<file path="config.mk">
export PLATFORM = sky130hd
export DESIGN_NAME = pdsl_regs
export DESIGN_NICKNAME = d
export VERILOG_FILES = /design/src/verilog/pdsl_sticky.v /design/src/verilog/pdsl_regs.v
export VERILOG_INCLUDE_DIRS = /design/src /design/src/include
export SDC_FILE = /design/constraint.sdc
export NUM_CORES = 1
export LEC_CHECK = 0
export ABC_AREA = 1
export BUFFER_PORTS_ARGS = -buffer_cell sky130_fd_sc_hd__buf_2
export CAP_MARGIN = 20
export CELL_PAD_IN_SITES_DETAIL_PLACEMENT = 2
export CELL_PAD_IN_SITES_GLOBAL_PLACEMENT = 2
export CORE_MARGIN = 2
export CORE_UTILIZATION = 27
export CTS_CLUSTER_DIAMETER = 40
export DETAILED_ROUTE_END_ITERATION = 10
export GPL_TIMING_DRIVEN = 0
export PLACE_DENSITY_LB_ADDON = 0.1
export SETUP_SLACK_MARGIN = 0.4
export SYNTH_ARGS = -nofsm -noshare
export SYNTH_HDL_FRONTEND = slang
export SYNTH_SLANG_ARGS = --single-unit
</file>
<file path="constraint.sdc">
create_clock -name clk_sys -period 2.75 [get_ports clk_sys]
set_input_delay 0.825 -clock clk_sys [delete_from_list [all_inputs] [get_ports clk_sys]]
set_output_delay 0.825 -clock clk_sys [all_outputs]
set_load 0.05 [all_outputs]
</file>
<file path="src/include/pdsl_defs.vh">
// offsets, field positions, reset values and timing counts for the
// device status and link capabilities register bank.
// assumes inclusion by bare name from the design files.
`ifndef PDSL_DEFS_VH
`define PDSL_DEFS_VH

// ----------------------------------------
// register offsets
// ----------------------------------------
`define PDSL_ADDR_W        12
`define PDSL_OFF_DCTL      12'h048
`define PDSL_OFF_DSTS      12'h04A
`define PDSL_OFF_LCAP      12'h04C

// ----------------------------------------
// device control upper fields (all zero)
// ----------------------------------------
`define PDSL_DCTL_PHANTOM  9
`define PDSL_DCTL_AUXPM    10
`define PDSL_DCTL_NOSNOOP  11
`define PDSL_DCTL_MAX_READ_REQUEST_SIZE_LO  12
`define PDSL_DCTL_MAX_READ_REQUEST_SIZE_HI  14
`define PDSL_DCTL_RST      16'h0000

// ----------------------------------------
// device status fields
// ----------------------------------------
`define PDSL_DSTS_NFLAGS   4
`define PDSL_DSTS_AUX_POWER_DETECTED    4
`define PDSL_DSTS_TPEND    5
`define PDSL_DSTS_RST      4'h0

// ----------------------------------------
// link capabilities fields and defaults
// ----------------------------------------
`define PDSL_LCAP_SPD_LO   0
`define PDSL_LCAP_SPD_HI   3
`define PDSL_LCAP_WID_LO   4
`define PDSL_LCAP_WID_HI   9
`define PDSL_LCAP_ASPM_LO  10
`define PDSL_LCAP_ASPM_HI  11
`define PDSL_LCAP_L0S_LO   12
`define PDSL_LCAP_L0S_HI   14
`define PDSL_LCAP_L1_LO    15
`define PDSL_LCAP_L1_HI    17
`define PDSL_LCAP_CPM      18
`define PDSL_LCAP_SURPRISE_DOWN_REPORTING    19
`define PDSL_LCAP_DLLA     20
`define PDSL_LCAP_SPD_RST  4'h2
`define PDSL_LCAP_WID_RST  6'h04
`define PDSL_LCAP_ASPM_RST 2'h3
`define PDSL_LCAP_L0S_RST  3'h6
`define PDSL_LCAP_L1_RST   3'h2
`define PDSL_LCAP_CPM_RST  1'h0

// ----------------------------------------
// timing
// ----------------------------------------
`define PDSL_CLK_PS        20000
`define PDSL_L1_EXIT_PS    2300000
`define PDSL_L1_EXIT_CYC   ((`PDSL_L1_EXIT_PS + `PDSL_CLK_PS - 1) / `PDSL_CLK_PS)

`endif

</file>
<file path="src/verilog/pdsl_sticky.v">
// bank of sticky event flags cleared by writing one.
// assumes event pulses and clear strobes are synchronous to clk_sys.
`timescale 1ns/1ps

module pdsl_sticky #(
	parameter N = 4
) (
	input  wire         clk_sys,
	input  wire         rst,
	input  wire [N-1:0] set_evt,
	input  wire [N-1:0] clr_one,
	output wire [N-1:0] flag
);

	// ----------------------------------------
	// one flip-flop per flag
	// ----------------------------------------
	reg  [N-1:0] flag_ff;     // held flags
	wire [N-1:0] nxt_flag;    // next flag values

	genvar i;
	generate
		for (i = 0; i < N; i = i + 1) begin : g_flag
			// a set in the clearing cycle wins
			assign nxt_flag[i] = set_evt[i] |
				(flag_ff[i] & ~clr_one[i]);
		end
	endgenerate

	// update every flag on each edge
	always @(posedge clk_sys or posedge rst) begin
		if (rst) begin
			flag_ff <= {N{1'b0}};
		end else begin
			flag_ff <= nxt_flag;
		end
	end

	assign flag = flag_ff;

endmodule

</file>
<file path="src/verilog/pdsl_regs.v">
// device status, upper device control and link capabilities registers
// of one switch port, reached through a plain config port.
// assumes one clock, async reset, config master holds strobes one cycle.
`timescale 1ns/1ps
`include "pdsl_defs.vh"

module pdsl_regs #(
	parameter L1_EXIT_CYC = `PDSL_L1_EXIT_CYC
) (
	input  wire        clk_sys,
	input  wire        rst,
	input  wire [11:0] cfg_addr,
	input  wire [31:0] cfg_wdata,
	input  wire        cfg_wr,
	input  wire        cfg_rd,
	output wire [31:0] cfg_rdata,
	input  wire        port_downstream,
	input  wire        corr_err_evt,
	input  wire        nonfatal_err_evt,
	input  wire        fatal_err_evt,
	input  wire        unsup_req_evt,
	input  wire [3:0]  err_report_en,
	output wire [3:0]  err_msg_req,
	output wire [5:0]  link_width_eff,
	input  wire        l1_exit_start,
	output wire        l1_exit_busy,
	output wire        l1_exit_done
);

	// ----------------------------------------
	// decode helpers
	// ----------------------------------------

	// true when the address selects the given offset
	function hit;
		input [11:0] addr;
		input [11:0] off;
		begin
			hit = (addr == off);
		end
	endfunction

	// true for a width code the port can run
	function width_ok;
		input [5:0] code;
		begin
			width_ok = (code == 6'h01) | (code == 6'h02) |
				(code == 6'h04) | (code == 6'h08);
		end
	endfunction

	// ----------------------------------------
	// access decode
	// ----------------------------------------
	wire wr_dsts;             // write to device status
	wire wr_lcap;             // write to link capabilities
	wire rd_dctl;             // read of device control
	wire rd_dsts;             // read of device status
	wire rd_lcap;             // read of link capabilities

	assign wr_dsts = cfg_wr & hit(cfg_addr, `PDSL_OFF_DSTS);
	assign wr_lcap = cfg_wr & hit(cfg_addr, `PDSL_OFF_LCAP);
	assign rd_dctl = cfg_rd & hit(cfg_addr, `PDSL_OFF_DCTL);
	assign rd_dsts = cfg_rd & hit(cfg_addr, `PDSL_OFF_DSTS);
	assign rd_lcap = cfg_rd & hit(cfg_addr, `PDSL_OFF_LCAP);

	// ----------------------------------------
	// device control upper half
	// ----------------------------------------
	// nothing here is stored: writes to device control are dropped
	wire [15:0] dctl_view;    // value shown on read

	// phantom, aux pm, no snoop and request size are all zero
	assign dctl_view = `PDSL_DCTL_RST;

	// ----------------------------------------
	// device status flags
	// ----------------------------------------
	wire [3:0] err_evt;       // raw error events
	wire [3:0] err_clr;       // write-one clear strobes
	wire [3:0] err_flag;      // sticky flags

	// events feed the flags with no enable gating
	assign err_evt = {unsup_req_evt, fatal_err_evt,
		nonfatal_err_evt, corr_err_evt};

	// a zero written leaves the matching flag alone
	assign err_clr = wr_dsts ? cfg_wdata[3:0] : 4'h0;

	pdsl_sticky #(
		.N (`PDSL_DSTS_NFLAGS)
	) u_flags (
		.clk_sys (clk_sys),
		.rst     (rst),
		.set_evt (err_evt),
		.clr_one (err_clr),
		.flag    (err_flag)
	);

	wire [15:0] dsts_view;    // value shown on read

	// aux power and pending bits are hardwired low
	assign dsts_view = {10'h000, 1'b0, 1'b0, err_flag};

	// ----------------------------------------
	// reporting path, gated by the enables
	// ----------------------------------------
	reg  [3:0] err_msg_ff;    // one-cycle report requests
	wire [3:0] nxt_err_msg;   // next report requests

	// only enabled events turn into report requests
	assign nxt_err_msg = err_evt & err_report_en;

	// register the gated report pulses
	always @(posedge clk_sys or posedge rst) begin
		if (rst) begin
			err_msg_ff <= 4'h0;
		end else begin
			err_msg_ff <= nxt_err_msg;
		end
	end

	assign err_msg_req = err_msg_ff;

	// ----------------------------------------
	// link capabilities storage
	// ----------------------------------------
	reg  [5:0] width_ff;      // advertised max width
	reg  [1:0] aspm_ff;       // aspm support
	reg  [2:0] l0s_ff;        // l0s exit latency
	reg  [2:0] l1_ff;         // l1 exit latency
	reg        cpm_ff;        // clock power management
	reg        surprise_down_reporting_ff;      // surprise down reporting
	reg        dlla_ff;       // link active reporting
	reg        load_ff;       // port defaults still to load
	reg        down_ff;       // port faces downstream
	reg  [5:0] nxt_width;
	reg  [1:0] nxt_aspm;
	reg  [2:0] nxt_l0s;
	reg  [2:0] nxt_l1;
	reg        nxt_cpm;
	reg        nxt_surprise_down_reporting;
	reg        nxt_dlla;
	reg        nxt_down;

	// next values: port defaults once after reset, then writes
	always @* begin
		nxt_width = width_ff;
		nxt_aspm  = aspm_ff;
		nxt_l0s   = l0s_ff;
		nxt_l1    = l1_ff;
		nxt_cpm   = cpm_ff;
		nxt_surprise_down_reporting = surprise_down_reporting_ff;
		nxt_dlla  = dlla_ff;
		nxt_down  = down_ff;
		if (load_ff) begin
			// direction strap caught just after release
			// and kept to gate later writes of the port bits
			nxt_down  = port_downstream;
			nxt_surprise_down_reporting = port_downstream;
			nxt_dlla  = port_downstream;
		end else if (wr_lcap) begin
			// width is kept exactly as written
			nxt_width = cfg_wdata[`PDSL_LCAP_WID_HI:
				`PDSL_LCAP_WID_LO];
			nxt_aspm  = cfg_wdata[`PDSL_LCAP_ASPM_HI:
				`PDSL_LCAP_ASPM_LO];
			nxt_l0s   = cfg_wdata[`PDSL_LCAP_L0S_HI:
				`PDSL_LCAP_L0S_LO];
			nxt_l1    = cfg_wdata[`PDSL_LCAP_L1_HI:
				`PDSL_LCAP_L1_LO];
			nxt_cpm   = cfg_wdata[`PDSL_LCAP_CPM];
			// an upstream port keeps both port bits at zero,
			// since neither capability applies there
			nxt_surprise_down_reporting = cfg_wdata[`PDSL_LCAP_SURPRISE_DOWN_REPORTING] &
				down_ff;
			// only the advertised bit changes
			nxt_dlla  = cfg_wdata[`PDSL_LCAP_DLLA] &
				down_ff;
		end
	end

	// capability flip-flops; reset loads fixed defaults
	always @(posedge clk_sys or posedge rst) begin
		if (rst) begin
			width_ff <= `PDSL_LCAP_WID_RST;
			aspm_ff  <= `PDSL_LCAP_ASPM_RST;
			l0s_ff   <= `PDSL_LCAP_L0S_RST;
			l1_ff    <= `PDSL_LCAP_L1_RST;
			cpm_ff   <= `PDSL_LCAP_CPM_RST;
			surprise_down_reporting_ff <= 1'b0;
			dlla_ff  <= 1'b0;
			down_ff  <= 1'b0;
			load_ff  <= 1'b1;
		end else begin
			width_ff <= nxt_width;
			aspm_ff  <= nxt_aspm;
			l0s_ff   <= nxt_l0s;
			l1_ff    <= nxt_l1;
			cpm_ff   <= nxt_cpm;
			surprise_down_reporting_ff <= nxt_surprise_down_reporting;
			dlla_ff  <= nxt_dlla;
			down_ff  <= nxt_down;
			load_ff  <= 1'b0;
		end
	end

	wire [31:0] lcap_view;    // value shown on read

	// speed is a constant; bits 31:21 lie elsewhere and read zero
	assign lcap_view = {11'h000, dlla_ff, surprise_down_reporting_ff, cpm_ff,
		l1_ff, l0s_ff, aspm_ff, width_ff,
		`PDSL_LCAP_SPD_RST};

	// ----------------------------------------
	// width the link actually trains to
	// ----------------------------------------
	reg  [5:0] width_eff_ff;  // width handed to the link
	wire [5:0] nxt_width_eff;

	// a bad code falls back to the initial width
	assign nxt_width_eff = width_ok(width_ff) ? width_ff :
		`PDSL_LCAP_WID_RST;

	// register the effective width
	always @(posedge clk_sys or posedge rst) begin
		if (rst) begin
			width_eff_ff <= `PDSL_LCAP_WID_RST;
		end else begin
			width_eff_ff <= nxt_width_eff;
		end
	end

	assign link_width_eff = width_eff_ff;

	// ----------------------------------------
	// l1 to l0 return timer
	// ----------------------------------------
	localparam ST_IDLE = 1'b0;   // link in l0 or l1
	localparam ST_EXIT = 1'b1;   // leaving l1

	reg        st_ff;         // timer state
	reg        nxt_st;
	reg [15:0] cnt_ff;        // cycles left in the exit
	reg [15:0] nxt_cnt;
	reg        done_ff;       // exit finished pulse
	reg        nxt_done;

	// the exit always lasts the same fixed time
	always @* begin
		nxt_st   = st_ff;
		nxt_cnt  = cnt_ff;
		nxt_done = 1'b0;
		case (st_ff)
			ST_IDLE: begin
				if (l1_exit_start) begin
					nxt_st  = ST_EXIT;
					nxt_cnt = L1_EXIT_CYC[15:0] - 16'h0001;
				end
			end
			ST_EXIT: begin
				if (cnt_ff == 16'h0000) begin
					nxt_st   = ST_IDLE;
					nxt_done = 1'b1;
				end else begin
					nxt_cnt = cnt_ff - 16'h0001;
				end
			end
			default: begin
				nxt_st = ST_IDLE;
			end
		endcase
	end

	// timer flip-flops
	always @(posedge clk_sys or posedge rst) begin
		if (rst) begin
			st_ff   <= ST_IDLE;
			cnt_ff  <= 16'h0000;
			done_ff <= 1'b0;
		end else begin
			st_ff   <= nxt_st;
			cnt_ff  <= nxt_cnt;
			done_ff <= nxt_done;
		end
	end

	// busy covers the whole exit, done follows it
	assign l1_exit_busy = st_ff;
	assign l1_exit_done = done_ff;

	// ----------------------------------------
	// read data
	// ----------------------------------------
	reg  [31:0] rdata_ff;     // read answer, one cycle late
	reg  [31:0] nxt_rdata;

	// select the addressed view; unmapped reads return zero
	always @* begin
		nxt_rdata = 32'h00000000;
		if (rd_dctl) begin
			nxt_rdata = {16'h0000, dctl_view};
		end else if (rd_dsts) begin
			nxt_rdata = {16'h0000, dsts_view};
		end else if (rd_lcap) begin
			nxt_rdata = lcap_view;
		end
	end

	// read data register
	always @(posedge clk_sys or posedge rst) begin
		if (rst) begin
			rdata_ff <= 32'h00000000;
		end else begin
			rdata_ff <= nxt_rdata;
		end
	end

	// the answer stands for one cycle, then falls to zero
	assign cfg_rdata = rdata_ff;

endmodule

</file>
======== Word-level counts from Yosys, hierarchy flattened ========
Cells that the tools add are included.
operators by class
  bitwise gates (word level) .............. 25
  add/sub/neg operators ................... 1
  reductions and logical operators ........ 4
  equal/unequal tests ..................... 9
  multiplexer cells ....................... 17
operators by type and width
  kind                                                                  count
  21-bit two-way mux                                                    3
  12-bit by 7-bit == test with 1-bit output, second input constant      3
  16-bit two-way mux                                                    2
  16-bit one-hot mux with 2 select lines                                1
  16-bit zero test                                                      1
  16-bit by 1-bit subtractor with 16-bit output, second input constant  1
  1-bit bitwise AND                                                     11
  1-bit two-way mux                                                     8
  1-bit OR                                                              7
  6-bit by 1-bit == test with 1-bit output, second input constant       1
  6-bit by 2-bit == test with 1-bit output, second input constant       1
  6-bit by 3-bit == test with 1-bit output, second input constant       1
  6-bit by 4-bit == test with 1-bit output, second input constant       1
  6-bit two-way mux                                                     1
  1-bit NOT                                                             6
  4-bit bitwise AND                                                     1
  4-bit two-way mux                                                     1
  2-bit != test, second input constant                                  2
  2-bit AND reduction                                                   2
  1-bit one-hot mux with 2 select lines                                 1
  2-bit nonzero test                                                    1
word-level totals
  word-level logic and storage cells ...... 72
  register bits after elaboration ......... 83
  output and inout port bits .............. 44
  bits of input ports ..................... 58

======== Longest topological paths before layout ========
Gate-level depths: netlist of run 1.
  word-level depth ........................ 6
  depth in mapped cells ................... 9
  gate-level depth less buffers ........... 9

======== By module ========
From an unflattened synthesis of run 1, not the netlist that was laid out.
unflattened totals
  cell total of the unflattened synthesis .. 408
  area total of the unflattened synthesis .. 3405.8 µm²
modules (own cells, without submodules)
  module       instances  cells an instance  sequential area each (µm²)  area each (µm²)
  pdsl_regs    1          387                1711.6                      3241.9
  pdsl_sticky  1          21                 100.1                       163.9

======== Worst setup path before layout of run 1 ========
OpenSTA, ideal clock, no wires.
  kind .................................... input to register
  start point ............................. input cfg_addr[5]
  end point ............................... register rdata_ff[19], in the netlist cfg_rdata[19]
  data arrival time ....................... 1706 ps
  path buffers ............................ 1
  slack ................................... 922 ps
  setup time .............................. 121 ps
  data required time ...................... 2629 ps
  stages .................................. 7
  path through ............................ nor2_1 nand3_1 nor2_4 nand4_2 buf_6 nand2_1 nor2_1
on the way
  cells in the longest elaborated chain, start to end .. 5
  elaborated cells on any way between the ends .. 9
  those cells by class .................... eq/ne (3); mux (3); bitwise (3)
RTL lines
  item                                       RTL line         source
  start: declaration                         pdsl_regs.v:12   input wire [11:0] cfg_addr,
  12-bit by 7-bit == test with 1-bit output  pdsl_regs.v:39   hit = (addr == off);
  1-bit bitwise AND                          pdsl_regs.v:65   assign rd_lcap = cfg_rd & hit(cfg_addr, `PDSL_OFF_LCAP);
  21-bit two-way mux                         pdsl_regs.v:305  end else if (rd_lcap) begin
  21-bit two-way mux                         pdsl_regs.v:303  end else if (rd_dsts) begin
  21-bit two-way mux (*)                     pdsl_regs.v:301  if (rd_dctl) begin
  net nxt_rdata[19]                          pdsl_regs.v:296  reg [31:0] nxt_rdata;
  end signal: assignment                     pdsl_regs.v:315  rdata_ff <= nxt_rdata;
  end: declaration                           pdsl_regs.v:295  reg [31:0] rdata_ff;
Mark *: on every way through the listed nets, which the timed path passes. The rest lies on a longest branch.
A chain may end at the register's enable or synchronous reset.

======== Worst setup path in the final report of run 1 ========
  start point ............................. register st_ff, in the netlist l1_exit_busy
  end point ............................... output l1_exit_busy
RTL lines
  item                      RTL line         source
  start: declaration        pdsl_regs.v:242  reg st_ff;
  start signal: assignment  pdsl_regs.v:282  st_ff <= nxt_st;
  end: declaration          pdsl_regs.v:26   output wire l1_exit_busy,
No word-level cell between the ends.

==> results.toml, run 1 <==
[synth]
synthArstFlopShare_pct = 100
synth_flop_cell = "dfrtp_1"
yosys.area_share.simple_pct = 27.7
synth_top_cell_area_share_pct = 47.1
yosysUniqueCellTypes = 36
synth_top_area_cell = "dfrtp_1"
synthAdderAreaFrac_pct = 0.368
synth_compound_area_share_pct = 7.61
syn_area_mm2 = 0.00340
synth_area_leaders = "dfrtp_1 47%, nand2_1 10%, dfstp_2 6.2%"
ys_ff_latch = 72
ys_warn_count = 0
seq_area_frac_synth_pct = 53.3
synth_edf_count = 0
muxShareOfSynthArea_pct = 0
synth_cells = 392
synthXorXnorAreaFrac_pct = 0.515
avgSynthCellArea_um2 = 8.68
synth_top_family_by_area = "simple AND/OR/NAND/NOR gates"

[power_and_ir_drop]
power.internal_w = 0.00217
clockPowerShare_pct = 36.1
p_comb_share_pct = 22.9
p_leak_nw = 2.31
p_sw_share_pct = 32.5
p_seq_share_pct = 41.1
vdd_drop_max_mv = 0.242
powerDensity_mw_per_mm2 = 736
power_switching_w = 0.00105

[setup_path]
crit_family = "flip-flops"
worst-path-stages = 1
end_kind = "output pin"
slowest_stage = "dfrtp_1"
r2r_start = "cnt_ff[0]$_DFFE_PP0P_"
cp_num_buf_inv = 1
path_class = "register to output pin"
r2r_cells = 9
required_ns = 1.93
rr_endpoint = "cnt_ff[11]$_DFFE_PP0P_"
slowest_delay_ns = 0.48
worstPathArrival_ns = 1.13
start_kind = "register"
cp_max_fo = 7
r2r_slack_ns = 1.05
cp_cell_sequence = "buf_2"

[clocking]
post_cts_resized = 0
holdBufCountCts = 0
htree_levels = 3
cts_buffers = 9
cts-root-buf = "clkbuf_16"
cts_setup_buffers = 0
cts_tree = "built"
cts_sinks = 72
cts.clk_slew.worst_paths_ns = 0.06
cts_buffer_depth = 2
clk_latency_ns = 0.33

[global_route]
overflow = 0
grt_pass1_wl_um = 15500
antenna_found_initial = 0
grt_max_degree = 40
grt_pass1_vias = 3206
grt_usage_pct = 15.1

[layout]
final_cells = 672
fin_nets = 555
layout_commonest_cell = "nand2_1"
drive_gt1_share_pct = 29.0
n_fill_cell = 1459
layout_common_cells = "94 x nand2_1, 80 x buf_2, 64 x dfrtp_1"
antenna_cells = 0
area_growth_pct = 28.6

[worst_hold_path]
whs_path_depth = 1
min_from = "u_flags.flag[2]$_DFF_PP0_"
holdCritPathClass = "register to register"
worst_hold_path.endpoint = "u_flags.flag[2]$_DFF_PP0_"

[drt]
vias_per_cell = 4.31
wl_um = 9250
drc = 0
ant_nets = 0
avgRoutedWirePerCell_um = 13.8
drt_pass1_iterations = 5
vias = 2897
drtIter0Drc = 84

[timing]
fin_skew_ns = 0.00426
finalSetupViolCount = 0
layout_min_cycle_time_ns = 1.95
rsz0062_at_grt = "no"
fin_tns_setup_ns = 0
fmax_mhz = 512
fin_crit_sh_pct = 71.0
worstMarginPinSlew_ns = 0.819
slew_headroom_pct = 45.3
drv_slew = 0
hold_violations = 0

[status]
outcome = "finished clean"

[floorplanning]
start_util_pct = 27.3
fp.coreArea_mm2 = 0.0125
die_h_um = 116
die_x_um = 116
dieArea_mm2 = 0.0135
io_pins = 102
row_count = 41

[placement]
io_buffer_count = 79
hpwl_um = 7010
place_congestion = 0.730
dp_cells = 657

[run]
drv_cap = 0
==> synthesized netlist by cell type, types with 2 or more instances <==
| cell type | n |
|---|---|
| nand2_1 | 94 |
| inv_1 | 53 |
| nor3_1 | 2 |
| dfrtp_1 | 64 |
| dfstp_2 | 8 |
| nor2_2 | 3 |
| nand3_1 | 27 |
| nor2_1 | 52 |
| or2_2 | 3 |
| clkbuf_1 | 5 |
| nand4_1 | 7 |
| o21ai_2 | 10 |
| nor2_4 | 2 |
| o21ai_0 | 22 |
| nand4_4 | 2 |
| a21o_1 | 4 |
| buf_4 | 11 |
| o21bai_1 | 3 |
| nand2_2 | 3 |
==> layer usage <==
layer | track usage [%] | wire [um]
met5 | 0 | 0
met4 | 6.35 | 138
met3 | 2.80 | 287
met2 | 27.7 | 5030
met1 | 17.0 | 3800
==> per-stage QoR <==
stage          hold WS [ns]  utilization, %  setup WS [ns]  power, W  cell area [um2]
4_1_cts               0.486            35.1          0.766   0.00328             4370
2_1_floorplan         0.453               -          0.922   0.00188             3450
3_5_place_dp          0.473            32.8          0.545   0.00209             4090
6_report              0.482            35.1          0.798   0.00322             4370
3_3_place_gp          0.465            32.6          0.462   0.00205             4070
5_1_grt               0.494            35.1          0.732   0.00345             4370
==> power by group through the flow <==
stage / clock, W / sequential (W) / combinational [W]
global placement: 0 / 0.00134 / 0.000718
floorplan: 0 / 0.00132 / 0.000566
finish: 0.00116 / 0.00132 / 0.000736
CTS: 0.00120 / 0.00132 / 0.000758
global route: 0.00124 / 0.00135 / 0.000856
detailed placement: 0 / 0.00134 / 0.000752
==> area by class of cell <==
cell class	count	area, um2	share of cell area [%]
well taps	172	215	4.92
repair buffers	80	415	9.50
multi-input cells	259	1280	29.3
clock buffers	12	246	5.63
flip-flops and latches	72	1810	41.4
plain buffers	20	153	3.49
inverters	54	206	4.72
clock inverters	3	42.5	0.973
==> state kept, by name, summed over array words and instances (netlist names), 2 cells and up <==
| name | flops |
|---|---|
| err_msg_req | 4 |
| l1_ff | 3 |
| u_flags.flag | 4 |
| aspm_ff | 2 |
| width_ff | 6 |
| cnt_ff | 16 |
| cfg_rdata | 21 |
| link_width_eff | 6 |
| l0s_ff | 3 |
==> how the worst max path moves through the flow <==
stage	end	slack, ns	startpoint
finish	l1_exit_busy	0.80	l1_exit_busy$_DFF_PP0_
global route	l1_exit_busy	0.73	l1_exit_busy$_DFF_PP0_
CTS	l1_exit_busy	0.77	l1_exit_busy$_DFF_PP0_
detailed placement	cfg_rdata[14]$_DFF_PP0_	0.54	cfg_addr[5]
global placement	l1_ff[0]$_DFFE_PP0P_	0.46	rst
floorplan	cfg_rdata[19]$_DFF_PP0_	0.92	cfg_addr[5]
==> kinds of logic (layout without fill, tap and decap cells) <==
family | Yosys count | in the layout
fa+ha+maj | 1 | 1
compound gates | 40 | 40
flops | 72 | 72
other cells | 1 | 14
simple gates | 202 | 202
xor+xnor | 2 | 2
buf+inv | 74 | 169
==> worst register-to-register path, cell delays in order, from the launching register on <==
cell and delay (ns):
dfrtp_1 0.38, inv_1 0.10, ha_1 0.24, nand2_4 0.12, nor2_8 0.17, nand4_4 0.16
nand2_8 0.17, buf_8 0.16, nand2_1 0.08, o21ai_2 0.06
Power figures use the tool's default switching activity.
==> run 2: changes to the inputs <==
==> constraint.sdc (replaced) <==
create_clock -name clk_sys -period 1.63 [get_ports clk_sys]
set_input_delay 0.489 -clock clk_sys [delete_from_list [all_inputs] [get_ports clk_sys]]
set_output_delay 0.489 -clock clk_sys [all_outputs]
set_load 0.05 [all_outputs]
==> results.toml, run 2 (same netlist as run 1, synthesis figures left out) <==
[global_route]
grt-busiest-layer = "met2"
use_met2_pct = 31.2
use_met3_pct = 4.26
met1_usage_pct = 17.8
grt_max_degree = 30
grt_pass1_wl_um = 16900
grt_usage_pct = 16.5
grt_pass1_vias = 3449
antenna_found_initial = 0
overflow = 0

[layout]
fin_nets = 595
antenna_cells = 0
n_fill_cell = 1369
drive_gt1_share_pct = 45.1
largest_register_ffs = 21
layout_common_cells = "76 x nand2_1, 57 x dfrtp_1, 46 x inv_1"
area_growth_pct = 56.4
multi_input_area_mm2 = 0.00151
layout_commonest_cell = "nand2_1"
seq_area_mm2 = 0.00182

[placement]
hpwl_um = 6930
io_buffer_count = 79
place_congestion = 0.740

[setup_path]
crit_path_frequent_cell = "nor2_1"
rr_endpoint = "cnt_ff[5]$_DFFE_PP0P_"
r2r_start = "cnt_ff[1]$_DFFE_PP0P_"
end_kind = "register"
start_kind = "register"
cp_max_fo = 5
path_class = "register to register"
r2r_slack_ns = 0.10
slowest_stage = "dfrtp_1"
required_ns = 1.86
worstPathArrival_ns = 1.76
r2r_cells = 7
cp_cell_sequence = "buf_4, nor2_1, nand2_2, o21ai_0, nand2_1, nor2_1, o21ai_2"
slowest_delay_ns = 0.39

[timing]
slew_headroom_pct = 60.9
drv_slew = 0
fin_tns_setup_ns = 0
hold_violations = 0
fin_skew_ns = 0.00814
worstMarginPinSlew_ns = 0.587
fin_crit_sh_pct = 93.7
rsz0062_at_grt = "yes"
fmax_mhz = 655
finalSetupViolCount = 0
layout_min_cycle_time_ns = 1.53

[power_and_ir_drop]
vdd_drop_max_mv = 0.528
powerDensity_mw_per_mm2 = 1190
p_leak_nw = 2.67
power_w = 0.00633

[floorplanning]
die_x_um = 116
start_util_pct = 27.3
row_count = 41
die_h_um = 116
dieArea_mm2 = 0.0135
io_pins = 102
fp.coreArea_mm2 = 0.0125

[drt]
drt_pass1_iterations = 4
ant_nets = 0
drc = 0
drtIter0Drc = 114
avgRoutedWirePerCell_um = 14.6
vias_per_cell = 4.29
wl_um = 10400
vias = 3061

[status]
outcome = "finished clean"

[clocking]
cts_buffers = 9
cts_tree = "built"
htree_levels = 3
cts.clk_slew.worst_paths_ns = 0.06
clk_latency_ns = 0.34
cts_sinks = 72
cts_buffer_depth = 2
holdBufCountCts = 0
cts-root-buf = "clkbuf_16"

[run]
drv_cap = 0

[worst_hold_path]
holdCritPathClass = "input port to asynchronous set/reset pin"
-- run 2: cell count changes in the layout (fill, tap and decap cells not counted), moves of 10 or more --
cell	previous run	this run
o21ai_1	0	13
nand2_1	94	76
buf_4	11	40
nor2_4	2	12
nor2_1	52	42
o21ai_0	22	2
buf_2	80	44
nand2_2	3	19
buf_6	1	43
-- run 2: layout make-up --
type / instances / area share [%]
sequential: 72 / 34.2
multi-input combinational: 259 / 28.3
timing repair buffer: 120 / 19.3
clock buffer: 11 / 4.56
tap: 172 / 4.05
inverter: 54 / 4.02
buffer: 20 / 3.93
clock inverter: 5 / 1.62
-- run 2: layer usage --
| layer | part of all wire (%) | routed length, um |
|---|---|---|
| met1 | 40 | 4180 |
| met2 | 56 | 5770 |
| met3 | 3.1 | 320 |
| met4 | 1.1 | 118 |
| met5 | 0 | 0 |
-- run 2: power by group --
part	switching, W	internal (W)
logic	0.00100	0.000836
registers	0.000286	0.00200
clock network	0.000816	0.00140
total	0.00210	0.00423
-- run 2: timing repair --
item                       CTS  global route
pin swaps                    9            17
gates resized for setup     91            47
setup endpoints to repair   75            87
buffers inserted            22            14
gates cloned                 2             1
-- run 2: critical path, delay by kind of cell (launching register included) --
| kind | cells | cell delay [ns] |
|---|---|---|
| AOI/OAI and AO/OA | 2 | 0.30 |
| buffers and inverters | 1 | 0.14 |
| and+or+nand+nor | 4 | 0.58 |
| DFF | 1 | 0.39 |
-- run 2: how the worst max path moves through the flow --
| stage | startpoint | to | depth (start not counted) |
|---|---|---|---|
| 2_1_floorplan | cfg_addr[11] | cfg_rdata[19]$_DFF_PP0_ | 7 |
| 3_3_place_gp | rst | l1_exit_busy$_DFF_PP0_ | 2 |
| 3_5_place_dp | cfg_addr[5] | cfg_rdata[17]$_DFF_PP0_ | 7 |
| 4_1_cts | link_width_eff[2]$_DFF_PP1_ | link_width_eff[2] | 1 |
| 5_1_grt | cnt_ff[1]$_DFFE_PP0P_ | cnt_ff[9]$_DFFE_PP0P_ | 8 |
| 6_report | cnt_ff[1]$_DFFE_PP0P_ | cnt_ff[5]$_DFFE_PP0P_ | 7 |
-- run 2: metrics by stage --
stage / utilization, % / hold WS [ns] / worst slack [ns] / instances / instance area [um2]
6_report: 42.7 / 0.176 / 0.102 / 713 / 5320
5_1_grt: 42.7 / 0.200 / 0.0292 / 713 / 5320
4_1_cts: 40.5 / 0.180 / 0.100 / 698 / 5040
3_5_place_dp: 33.8 / 0.465 / -0.163 / 658 / 4210
3_3_place_gp: 33.4 / 0.459 / -0.428 / 656 / 4170
2_1_floorplan: - / 0.450 / 0.207 / 405 / 3560
